**src/hw/ufm_pkg.sv**
```systemverilog
// Shared constants and types for the user flow message port, both ends
package ufm_pkg;

  // ----------------------------------------------------------------
  // Widths and build options
  // ----------------------------------------------------------------
  localparam int unsigned UFM_BYTES = 4;
  localparam int unsigned UFM_DW = 8 * UFM_BYTES;
  localparam int unsigned UFM_CODE_W = 3;
  localparam int unsigned UFM_MSG_MAX_BYTES = 16;
  localparam int unsigned UFM_MAX_BEATS = UFM_MSG_MAX_BYTES / UFM_BYTES;
  localparam int unsigned UFM_BUF_DEPTH = 2;
  localparam bit UFM_MSG_ENABLE = 1'b1;
  localparam bit UFM_FRAMING_UI = 1'b1;
  localparam bit UFM_TX_ENABLE = 1'b1;
  localparam bit UFM_RX_ENABLE = 1'b1;

  // ----------------------------------------------------------------
  // Byte-keep values and reset values
  // ----------------------------------------------------------------
  localparam logic [UFM_BYTES-1:0] UFM_KEEP_FULL = 4'hf;
  localparam logic [UFM_BYTES-1:0] UFM_KEEP_HALF = 4'h3;
  localparam logic [UFM_CODE_W-1:0] UFM_CODE_RESET = 3'h0;

  // ----------------------------------------------------------------
  // State encodings
  // ----------------------------------------------------------------
  typedef enum logic [2:0] {
    UFM_TX_IDLE = 3'b001,
    UFM_TX_ACK = 3'b010,
    UFM_TX_DATA = 3'b100
  } ufm_tx_state_t;

  typedef enum logic [2:0] {
    UFM_U_IDLE = 3'b001,
    UFM_U_REQ = 3'b010,
    UFM_U_DATA = 3'b100
  } ufm_usr_state_t;

  // ----------------------------------------------------------------
  // Size code helpers
  // ----------------------------------------------------------------
  // Index of the final beat: ceil(2*(code+1)/4)-1 on a 4-byte bus
  function automatic logic [1:0] ufm_last_beat(input logic [UFM_CODE_W-1:0] code);
    ufm_last_beat = code[2:1];
  endfunction: ufm_last_beat

  // Even codes end on a 2-byte beat, odd codes on a full beat
  function automatic logic [UFM_BYTES-1:0] ufm_last_keep(input logic [UFM_CODE_W-1:0] code);
    ufm_last_keep = code[0] ? UFM_KEEP_FULL : UFM_KEEP_HALF;
  endfunction: ufm_last_keep

endpackage: ufm_pkg

```
**src/hw/ufm_if.sv**
```systemverilog
// Interface joining the device end and the user end of the message port
`timescale 1ns/1ns
interface ufm_if;
  import ufm_pkg::*;

  logic tx_req;
  logic [UFM_CODE_W-1:0] msg_tx_size_code;
  logic tx_ack;
  logic [UFM_DW-1:0] tx_tdata;
  logic tx_tvalid;
  logic tx_tready;
  logic [UFM_DW-1:0] rx_tdata;
  logic rx_tvalid;
  logic rx_tlast;
  logic [UFM_BYTES-1:0] rx_tkeep;
  logic rx_tready;

  modport dev (
    input tx_req, msg_tx_size_code, tx_tdata, tx_tvalid, rx_tready,
    output tx_ack, tx_tready, rx_tdata, rx_tvalid, rx_tlast, rx_tkeep
  );

  modport usr (
    output tx_req, msg_tx_size_code, tx_tdata, tx_tvalid, rx_tready,
    input tx_ack, tx_tready, rx_tdata, rx_tvalid, rx_tlast, rx_tkeep
  );

endinterface: ufm_if

```
**src/hw/ufm_device.sv**
```systemverilog
// Device end: message transmit sequencer, regular word stage, receive buffer
`timescale 1ns/1ns
module ufm_device import ufm_pkg::*; #(
  parameter bit MSG_ENABLE = UFM_MSG_ENABLE,
  parameter bit FRAMING_UI = UFM_FRAMING_UI,
  parameter bit TX_ENABLE = UFM_TX_ENABLE,
  parameter bit RX_ENABLE = UFM_RX_ENABLE
) (
  // Clock and reset
  input wire logic core_clk,
  input wire logic resetn,
  // User side
  ufm_if.dev bus,
  // Regular frame words toward the link
  output logic [UFM_DW-1:0] link_tx_tdata,
  output logic link_tx_tvalid,
  input wire logic link_tx_tready,
  // Message beats toward the link
  output logic [UFM_DW-1:0] link_msg_tdata,
  output logic link_msg_tvalid,
  output logic link_msg_tlast,
  output logic [UFM_BYTES-1:0] link_msg_tkeep,
  // Message beats from the link
  input wire logic [UFM_DW-1:0] link_rx_msg_tdata,
  input wire logic link_rx_msg_tvalid,
  input wire logic link_rx_msg_tlast,
  input wire logic [UFM_BYTES-1:0] link_rx_msg_tkeep,
  output logic link_rx_msg_tready
);

  // ----------------------------------------------------------------
  // Build options
  // ----------------------------------------------------------------
  // Sides left out stay in place as ports but never answer
  localparam bit MSG_ON = MSG_ENABLE && FRAMING_UI;
  localparam bit TX_ON = MSG_ON && TX_ENABLE;
  localparam bit RX_ON = MSG_ON && RX_ENABLE;

  // ----------------------------------------------------------------
  // State
  // ----------------------------------------------------------------
  // One message owns the user data bus for the acknowledge cycle and one
  // cycle per beat; each beat leaves on the link a cycle after it is read
  typedef struct packed {
    ufm_tx_state_t st;
    logic [UFM_CODE_W-1:0] code;
    logic [1:0] beat;
    logic [UFM_DW-1:0] ltx_data;
    logic ltx_valid;
    logic [UFM_DW-1:0] msg_data;
    logic msg_valid;
    logic msg_last;
    logic [UFM_BYTES-1:0] msg_keep;
    logic [UFM_BUF_DEPTH-1:0][UFM_DW-1:0] buf_data;
    logic [UFM_BUF_DEPTH-1:0][UFM_BYTES-1:0] buf_keep;
    logic [UFM_BUF_DEPTH-1:0] buf_last;
    logic wr_ptr;
    logic rd_ptr;
    logic [1:0] count;
  } ufm_dev_state_t;

  ufm_dev_state_t cur;
  ufm_dev_state_t next_cur;

  logic is_last_beat;
  logic [UFM_BYTES-1:0] beat_keep;
  logic [UFM_DW-1:0] beat_data;
  logic rx_push;
  logic rx_pop;
  logic tx_take;
  logic msg_active;
  logic word_take;
  logic word_drain;
  logic buf_full;
  logic buf_empty;
  logic [1:0] last_beat;
  logic [UFM_BYTES-1:0] last_keep;
  logic [1:0] next_count;

  // ----------------------------------------------------------------
  // Decoded conditions
  // ----------------------------------------------------------------
  // A request is taken only by the idle sequencer of a built transmit side
  assign tx_take = TX_ON && (cur.st == UFM_TX_IDLE) && bus.tx_req;
  // The acknowledge cycle and every beat cycle own the user data bus
  assign msg_active = (cur.st != UFM_TX_IDLE);
  assign word_take = bus.tx_tvalid && bus.tx_tready;
  assign word_drain = cur.ltx_valid && link_tx_tready;
  assign buf_full = (cur.count == 2'(UFM_BUF_DEPTH));
  assign buf_empty = (cur.count == 2'h0);
  assign last_beat = ufm_last_beat(cur.code);
  assign last_keep = ufm_last_keep(cur.code);
  // Occupancy after this cycle's push and pop
  assign next_count = cur.count + {1'b0, rx_push} - {1'b0, rx_pop};

  // ----------------------------------------------------------------
  // Handshake outputs
  // ----------------------------------------------------------------
  assign bus.tx_ack = TX_ON && (cur.st == UFM_TX_ACK);
  // Regular words stall from acknowledge through the final message beat
  assign bus.tx_tready = !msg_active && (!cur.ltx_valid || link_tx_tready);
  assign link_rx_msg_tready = RX_ON && !buf_full;
  assign rx_push = link_rx_msg_tvalid && link_rx_msg_tready;
  assign rx_pop = bus.rx_tvalid && bus.rx_tready;

  // ----------------------------------------------------------------
  // Lane masking of the current message beat
  // ----------------------------------------------------------------
  assign is_last_beat = (cur.beat == last_beat);
  assign beat_keep = is_last_beat ? last_keep : UFM_KEEP_FULL;

  // Lanes past the end of the message go out as zero
  for (genvar lane = 0; lane < UFM_BYTES; lane++) begin : g_lane
    assign beat_data[lane*8 +: 8] = beat_keep[lane] ? bus.tx_tdata[lane*8 +: 8] : 8'h00;
  end

  // ----------------------------------------------------------------
  // Next state
  // ----------------------------------------------------------------
  always_comb begin
    next_cur = cur;
    next_cur.msg_valid = 1'b0;
    next_cur.msg_last = 1'b0;
    // --------------------------------------------------------------
    // Message sequencer
    // --------------------------------------------------------------
    case (cur.st)
      UFM_TX_IDLE: begin
        if (tx_take) begin
          next_cur.st = UFM_TX_ACK;
          next_cur.code = bus.msg_tx_size_code;
          next_cur.beat = 2'h0;
        end
      end
      UFM_TX_ACK: begin
        next_cur.st = UFM_TX_DATA;
      end
      UFM_TX_DATA: begin
        next_cur.msg_valid = 1'b1;
        next_cur.msg_data = beat_data;
        next_cur.msg_keep = beat_keep;
        if (is_last_beat) begin
          next_cur.msg_last = 1'b1;
          next_cur.st = UFM_TX_IDLE;
        end else begin
          next_cur.beat = cur.beat + 2'h1;
        end
      end
      default: begin
        next_cur.st = UFM_TX_IDLE;
      end
    endcase

    // --------------------------------------------------------------
    // Regular word stage
    // --------------------------------------------------------------
    if (word_drain) begin
      next_cur.ltx_valid = 1'b0;
    end
    if (word_take) begin
      next_cur.ltx_valid = 1'b1;
      next_cur.ltx_data = bus.tx_tdata;
    end

    // --------------------------------------------------------------
    // Receive buffer
    // --------------------------------------------------------------
    if (rx_push) begin
      next_cur.buf_data[cur.wr_ptr] = link_rx_msg_tdata;
      next_cur.buf_keep[cur.wr_ptr] = link_rx_msg_tkeep;
      next_cur.buf_last[cur.wr_ptr] = link_rx_msg_tlast;
      next_cur.wr_ptr = ~cur.wr_ptr;
    end
    if (rx_pop) begin
      next_cur.rd_ptr = ~cur.rd_ptr;
    end
    next_cur.count = next_count;
  end

  // ----------------------------------------------------------------
  // Registers
  // ----------------------------------------------------------------
  always_ff @(posedge core_clk) begin
    if (!resetn) begin
      // Buffer empties and the sequencer parks idle
      cur <= '0;
      cur.st <= UFM_TX_IDLE;
      cur.code <= UFM_CODE_RESET;
    end else begin
      cur <= next_cur;
    end
  end

  // ----------------------------------------------------------------
  // Outputs
  // ----------------------------------------------------------------
  assign link_tx_tdata = cur.ltx_data;
  assign link_tx_tvalid = cur.ltx_valid;
  assign link_msg_tdata = cur.msg_data;
  assign link_msg_tvalid = cur.msg_valid;
  assign link_msg_tlast = cur.msg_last;
  assign link_msg_tkeep = cur.msg_keep;

  // ----------------------------------------------------------------
  // Receive stream outputs
  // ----------------------------------------------------------------
  assign bus.rx_tvalid = !buf_empty;
  assign bus.rx_tdata = cur.buf_data[cur.rd_ptr];
  assign bus.rx_tlast = cur.buf_last[cur.rd_ptr];
  assign bus.rx_tkeep = cur.buf_keep[cur.rd_ptr];

endmodule: ufm_device

```
**src/flat_wrapper.sv**
```systemverilog
// flat-port wrapper written by rule: the top's interface ports become plain ports
module ufm_device_flat import ufm_pkg::*;
#(
  parameter bit MSG_ENABLE = UFM_MSG_ENABLE,
  parameter bit FRAMING_UI = UFM_FRAMING_UI,
  parameter bit TX_ENABLE = UFM_TX_ENABLE,
  parameter bit RX_ENABLE = UFM_RX_ENABLE
)
  (core_clk, resetn, link_tx_tdata, link_tx_tvalid, link_tx_tready, link_msg_tdata, link_msg_tvalid, link_msg_tlast, link_msg_tkeep, link_rx_msg_tdata, link_rx_msg_tvalid, link_rx_msg_tlast, link_rx_msg_tkeep, link_rx_msg_tready, bus_tx_req, bus_msg_tx_size_code, bus_tx_tdata, bus_tx_tvalid, bus_rx_tready, bus_tx_ack, bus_tx_tready, bus_rx_tdata, bus_rx_tvalid, bus_rx_tlast, bus_rx_tkeep);
  ufm_if bus_i ();
  input wire logic core_clk;
  input wire logic resetn;
  output logic [UFM_DW-1:0] link_tx_tdata;
  output logic link_tx_tvalid;
  input wire logic link_tx_tready;
  output logic [UFM_DW-1:0] link_msg_tdata;
  output logic link_msg_tvalid;
  output logic link_msg_tlast;
  output logic [UFM_BYTES-1:0] link_msg_tkeep;
  input wire logic [UFM_DW-1:0] link_rx_msg_tdata;
  input wire logic link_rx_msg_tvalid;
  input wire logic link_rx_msg_tlast;
  input wire logic [UFM_BYTES-1:0] link_rx_msg_tkeep;
  output logic link_rx_msg_tready;
  input wire logic [$bits(bus_i.tx_req)-1:0] bus_tx_req;
  input wire logic [$bits(bus_i.msg_tx_size_code)-1:0] bus_msg_tx_size_code;
  input wire logic [$bits(bus_i.tx_tdata)-1:0] bus_tx_tdata;
  input wire logic [$bits(bus_i.tx_tvalid)-1:0] bus_tx_tvalid;
  input wire logic [$bits(bus_i.rx_tready)-1:0] bus_rx_tready;
  output wire logic [$bits(bus_i.tx_ack)-1:0] bus_tx_ack;
  output wire logic [$bits(bus_i.tx_tready)-1:0] bus_tx_tready;
  output wire logic [$bits(bus_i.rx_tdata)-1:0] bus_rx_tdata;
  output wire logic [$bits(bus_i.rx_tvalid)-1:0] bus_rx_tvalid;
  output wire logic [$bits(bus_i.rx_tlast)-1:0] bus_rx_tlast;
  output wire logic [$bits(bus_i.rx_tkeep)-1:0] bus_rx_tkeep;
  assign bus_i.tx_req = bus_tx_req;
  assign bus_i.msg_tx_size_code = bus_msg_tx_size_code;
  assign bus_i.tx_tdata = bus_tx_tdata;
  assign bus_i.tx_tvalid = bus_tx_tvalid;
  assign bus_i.rx_tready = bus_rx_tready;
  assign bus_tx_ack = bus_i.tx_ack;
  assign bus_tx_tready = bus_i.tx_tready;
  assign bus_rx_tdata = bus_i.rx_tdata;
  assign bus_rx_tvalid = bus_i.rx_tvalid;
  assign bus_rx_tlast = bus_i.rx_tlast;
  assign bus_rx_tkeep = bus_i.rx_tkeep;
  ufm_device #(.MSG_ENABLE(MSG_ENABLE), .FRAMING_UI(FRAMING_UI), .TX_ENABLE(TX_ENABLE), .RX_ENABLE(RX_ENABLE)) u_core (.core_clk(core_clk), .resetn(resetn), .bus(bus_i), .link_tx_tdata(link_tx_tdata), .link_tx_tvalid(link_tx_tvalid), .link_tx_tready(link_tx_tready), .link_msg_tdata(link_msg_tdata), .link_msg_tvalid(link_msg_tvalid), .link_msg_tlast(link_msg_tlast), .link_msg_tkeep(link_msg_tkeep), .link_rx_msg_tdata(link_rx_msg_tdata), .link_rx_msg_tvalid(link_rx_msg_tvalid), .link_rx_msg_tlast(link_rx_msg_tlast), .link_rx_msg_tkeep(link_rx_msg_tkeep), .link_rx_msg_tready(link_rx_msg_tready));
endmodule
```
**config.mk**
```make
export PLATFORM = sky130hd
export DESIGN_NAME = ufm_device_flat
export DESIGN_NICKNAME = d
export VERILOG_FILES = /design/src/hw/ufm_pkg.sv /design/src/hw/ufm_if.sv /design/src/hw/ufm_device.sv /design/src/flat_wrapper.sv
export SDC_FILE = /design/constraint.sdc
export NUM_CORES = 1
export LEC_CHECK = 0
export ABC_AREA = 1
export BUFFER_PORTS_ARGS = -buffer_cell sky130_fd_sc_hd__buf_4
export CELL_PAD_IN_SITES_DETAIL_PLACEMENT = 0
export CELL_PAD_IN_SITES_GLOBAL_PLACEMENT = 2
export CORE_MARGIN = 1.5
export CORE_UTILIZATION = 30
export DETAILED_ROUTE_END_ITERATION = 6
export GPL_TIMING_DRIVEN = 0
export HOLD_SLACK_MARGIN = 0.15
export PLACE_DENSITY = 0.83
export SKIP_CTS_REPAIR_TIMING = 1
export SLEW_MARGIN = 20
export SYNTH_ARGS = -nofsm -noshare
export SYNTH_HDL_FRONTEND = slang
export SYNTH_SLANG_ARGS = --single-unit
```
**constraint.sdc**
```tcl
create_clock -name core_clk -period 3.53 [get_ports core_clk]
set_input_delay 0.353 -clock core_clk [delete_from_list [all_inputs] [get_ports core_clk]]
set_output_delay 0.353 -clock core_clk [all_outputs]
set_load 0.05 [all_outputs]
```
After elaboration in Yosys (flattened, before gate mapping)
Index checks and enable logic that the tools add are counted.
Cells by class
  bitwise gates (word level): 2
  $lt $le $gt $ge: 3
  equal/unequal tests: 9
  mux-type cells: 30
  $add $sub $neg: 3
  reductions and logical operators: 19
Operators by type and width (count)
  two-way mux 32 bit: 3
  bitwise mux 64 bit: 1
  two-way mux 8 bit: 5
  demux 32 bit (select 1 bit): 1
  two-way mux 4 bit: 5
  case mux 3 bit (3 select lines): 1
  bitwise mux 8 bit: 1
  logical AND 1 bit: 7
  two-way mux 1 bit: 6
  two-way mux 6 bit: 1
  AND reduction 2 bit: 3
  demux 4 bit (select 1 bit): 1
  zero test 1 bit: 4
  less-than comparator 1 x 2 -> 1 bit (second input constant): 2
  inequality test 2 x 1 -> 1 bit (second input constant): 2
  case mux 2 bit (2 select lines): 1
  nonzero test 2 bit: 2
  == test 3 x 1 -> 1 bit (second input constant): 1
  == test 3 x 2 -> 1 bit (second input constant): 1
  == test 3 bit (second input constant): 1
  two-way mux 3 bit: 1
  inequality test 3 x 1 -> 1 bit (second input constant): 1
  AND reduction 3 bit: 1
  adder 2 x 1 -> 2 bit: 1
  12 further kinds: 13
Storage, ports and cells
  bits in registers: 157
  logic and storage cells: 83
  input port bits: 79
  output and inout bits: 112

Logic depth before layout (Yosys ltp)
  word-level depth: 5
  gate-level depth with buffers: 10
  depth with buffers taken out: 10

Worst setup path before layout
OpenSTA, ideal clock, no wires.
  kind: register to output
  start point: reg u_core.cur[2] (netlist bit)
  end point: out bus_rx_tdata[29]
  path buffers: 2
  path slack: 1.409 ns
  required time: 3.177 ns
  cell stages (with the launch flop): 4
  arrival: 1.768 ns
  cells stage by stage: dfxtp_1 > buf_2 > clkbuf_1 > o21ai_0
Between the ends
  longest elaborated chain between the ends: 2
RTL lines
  start, declared: line ufm_device.sv:62  | ufm_dev_state_t cur;
  start signal, assigned: line ufm_device.sv:190  | cur <= next_cur;
  two-way mux 32 bit (implied by the code) (2 in series): line ufm_device.sv:208  | assign bus.rx_tdata = cur.buf_data[cur.rd_ptr];
  end, declared: line flat_wrapper.sv:32  | output wire logic [$bits(bus_i.rx_tdata)-1:0] bus_rx_tdata;
No other way between the ends. The select of a mux whose other input is x is not followed.

Final worst setup path
  start point: reg u_core.cur[2] (netlist bit)
  end point: out bus_rx_tdata[1]
Same word-level chain as after synthesis.

==> impl_metrics.py <==
metrics = {
    "global_routing": {
        "overflow": 0,
        "use_met2_pct": 27.2,
        "grt_util_all_layers_pct": 17.2,
        "grt_start_max_net_pins": 17,
        "busiest_layer": "met2",
        "antenna_found_initial": 0,
        "first_global_vias": 5639,
        "grt_pass1_wl_um": 29600,
        "use_met3_pct": 5.50,
        "grtUsageMet1_pct": 22.3,
    },
    "worst_setup_path": {
        "end_kind": "primary output",
        "critPathKind": "reg -> out",
        "required_ns": 3.18,
        "arrival_ns": 2.02,
        "crit_path_max_fanout": 10,
        "worstSetupStartpointType": "flip-flop",
    },
    "sta": {
        "drv_slew": 0,
        "fin_crit_sh_pct": 67.2,
        "post-route-min-period_ns": 2.37,
        "skew_ns": 0.0111,
        "setup_violations": 0,
        "finalHoldViolCount": 0,
        "rsz0062_at_grt": "false",
        "finalSetupTns_ns": 0,
        "fmax_mhz": 421,
        "worst_pin_slew_ns": 0.632,
        "slew-limit-headroom_pct": 57.8,
    },
    "logic_synthesis": {
        "ys_seq_area_share_pct": 48.3,
        "avgSynthCellArea_um2": 7.58,
        "syn-num-nets": 929,
        "netlist_area_um2": 6430,
        "yosysWarnings": 0,
        "synth.ff_latch_count": 155,
        "syn_inst": 848,
        "ys_types": 26,
    },
    "final_layout": {
        "insertedDiodeCount": 0,
        "nets": 1139,
        "mostFrequentLayoutCells": "buf_4, nor2_1, o21ai_0",
        "final_common_cell": "buf_4",
        "drive_gt1_share_pct": 30.8,
        "synthToLayoutAreaGrowth_pct": 36.3,
        "utilization_pct": 41.7,
    },
    "power": {
        "p_leak_nw": 4.01,
        "powerDensity_nw_per_um2": 629,
        "peakVddDrop_mv": 0.362,
    },
    "detailed_routing": {
        "wl_um": 18900,
        "drc": 0,
        "vias_per_cell": 4.40,
        "drt_pre_antenna_iters": 4,
        "routedWlPerCell_um": 14.0,
        "ant_nets": 0,
        "vias": 5923,
        "drt_iter0_markers": 234,
    },
    "placement": {
        "place.port_buffers": 190,
        "hpwl_um": 13900,
        "gp_congestion": 0.742,
    },
    "die": {
        "fp.dieW_um": 149,
        "design.die.area_um2": 22300,
        "rows": 53,
        "core-area_um2": 21000,
        "die_y_um": 149,
        "initial_core_util_pct": 30.6,
        "pin_count": 191,
    },
    "clocking": {
        "cts_sinks": 155,
        "cts_made_buffers": 17,
        "root_buffer": "clkbuf_16",
        "clock_path_buffers": 2,
        "cts_tree": "yes",
        "clk_latency_ns": 0.42,
        "clk_pin_slew_ns": 0.07,
        "htreeDepth": 4,
    },
    "run_status": {
        "status": "completed",
    },
    "worst_hold_path": {
        "hp-class": "in -> reg",
    },
    "flow_run": {
        "max_cap_violations": 0,
    },
}
[flip-flops by register name (all words and copies together), names as in the netlist]
signal / count
u_core.link_msg_tdata: 32
u_core.link_msg_tkeep: 2
u_core.cur: 86
u_core.link_tx_tvalid: 1
u_core.link_tx_tdata: 32
u_core.link_msg_tvalid: 1
u_core.link_msg_tlast: 1
[critical path, stage by stage (launching register included)]
cell and delay, ns:
dfxtp_1 0.39, buf_2 0.26, clkbuf_1 0.44, nand2_1 0.10, o21ai_0 0.15, buf_4 0.26
[cells by family after synthesis]
| kind of cell | count (synthesis) | synth area share [%] |
|---|---|---|
| flip-flops | 155 | 48.3 |
| adder cells (fa/ha/maj) | 2 | 0.389 |
| AO/OA/AOI/OAI | 229 | 17.9 |
| buffers and inverters | 178 | 15.6 |
| XOR/XNOR | 1 | 0.136 |
| AND/OR/NAND/NOR | 283 | 17.8 |
[path summary, 6_finish.rpt]
kind	end	slack, ns	start	depth (start not counted)
max	bus_rx_tdata[1]	1.16	u_core.cur[2]	5
min	u_core.cur[67]	0.16	link_rx_msg_tdata[21]	3
max reg2reg	u_core.cur[1]	1.89	u_core.cur[1]	10
min reg2reg	u_core.cur[36]	0.45	u_core.cur[36]	2
[per-stage QoR]
stage / cells / setup slack, ns / total power, W / hold slack [ns] / instance area [um^2]
finish: 1346 / 1.16 / 0.00551 / 0.156 / 8760
global route: 1346 / 1.02 / 0.00581 / 0.153 / 8760
CTS: 1345 / 1.12 / 0.00558 / 0.137 / 8750
detailed placement: 1313 / 1.58 / 0.00384 / 0.440 / 8200
global placement: 1313 / 1.57 / 0.00383 / 0.434 / 8200
floorplan: 848 / 1.41 / 0.00326 / 0.424 / 6430
[final cells by class]
| class | count | area [um^2] |
|---|---|---|
| plain buffers | 120 | 783 |
| clock buffers | 17 | 425 |
| clock inverters | 15 | 130 |
| fillers | 2288 | 12300 |
| inverters | 58 | 219 |
| multi-input cells | 515 | 2320 |
| flip-flops and latches | 155 | 3100 |
| well taps | 275 | 344 |
| repair buffers | 191 | 1440 |
[cells in the mapped netlist]
cell | n | share of area, %
nand3b_2 | 1 | 0.18
nor3_4 | 1 | 0.25
buf_2 | 14 | 1.1
nand2_2 | 3 | 0.29
o211ai_1 | 1 | 0.12
ha_1 | 2 | 0.39
nand3b_4 | 1 | 0.31
nand3_1 | 19 | 1.5
buf_6 | 5 | 0.88
buf_1 | 1 | 0.058
nand2_1 | 75 | 4.4
xnor2_1 | 1 | 0.14
nand2_4 | 1 | 0.18
dfxtp_1 | 155 | 48
buf_4 | 73 | 8.5
inv_2 | 4 | 0.23
a21oi_1 | 63 | 4.9
o21ai_1 | 4 | 0.31
clkbuf_2 | 3 | 0.23
o21ai_0 | 161 | 13
inv_1 | 53 | 3.1
nor3_1 | 1 | 0.078
clkinv_2 | 1 | 0.078
nor2_1 | 180 | 11
nor2_2 | 1 | 0.097
clkbuf_1 | 24 | 1.4
[report_power, final]
| part | switching [W] | internal (W) | leakage, nW |
|---|---|---|---|
| Combinational | 0.00120 | 0.000538 | 2.47 |
| Clock | 0.000812 | 0.000924 | 0.271 |
| Sequential | 0.0000782 | 0.00195 | 1.27 |
| Total | 0.00209 | 0.00342 | 4.01 |
[routing by layer]
metal,vias up,wire length [um]
li1,3082,-
met1,2656,8800
met2,168,8350
met3,17,1520
met4,0,225
met5,-,0
No activity file was read; power rests on OpenSTA's default activity.
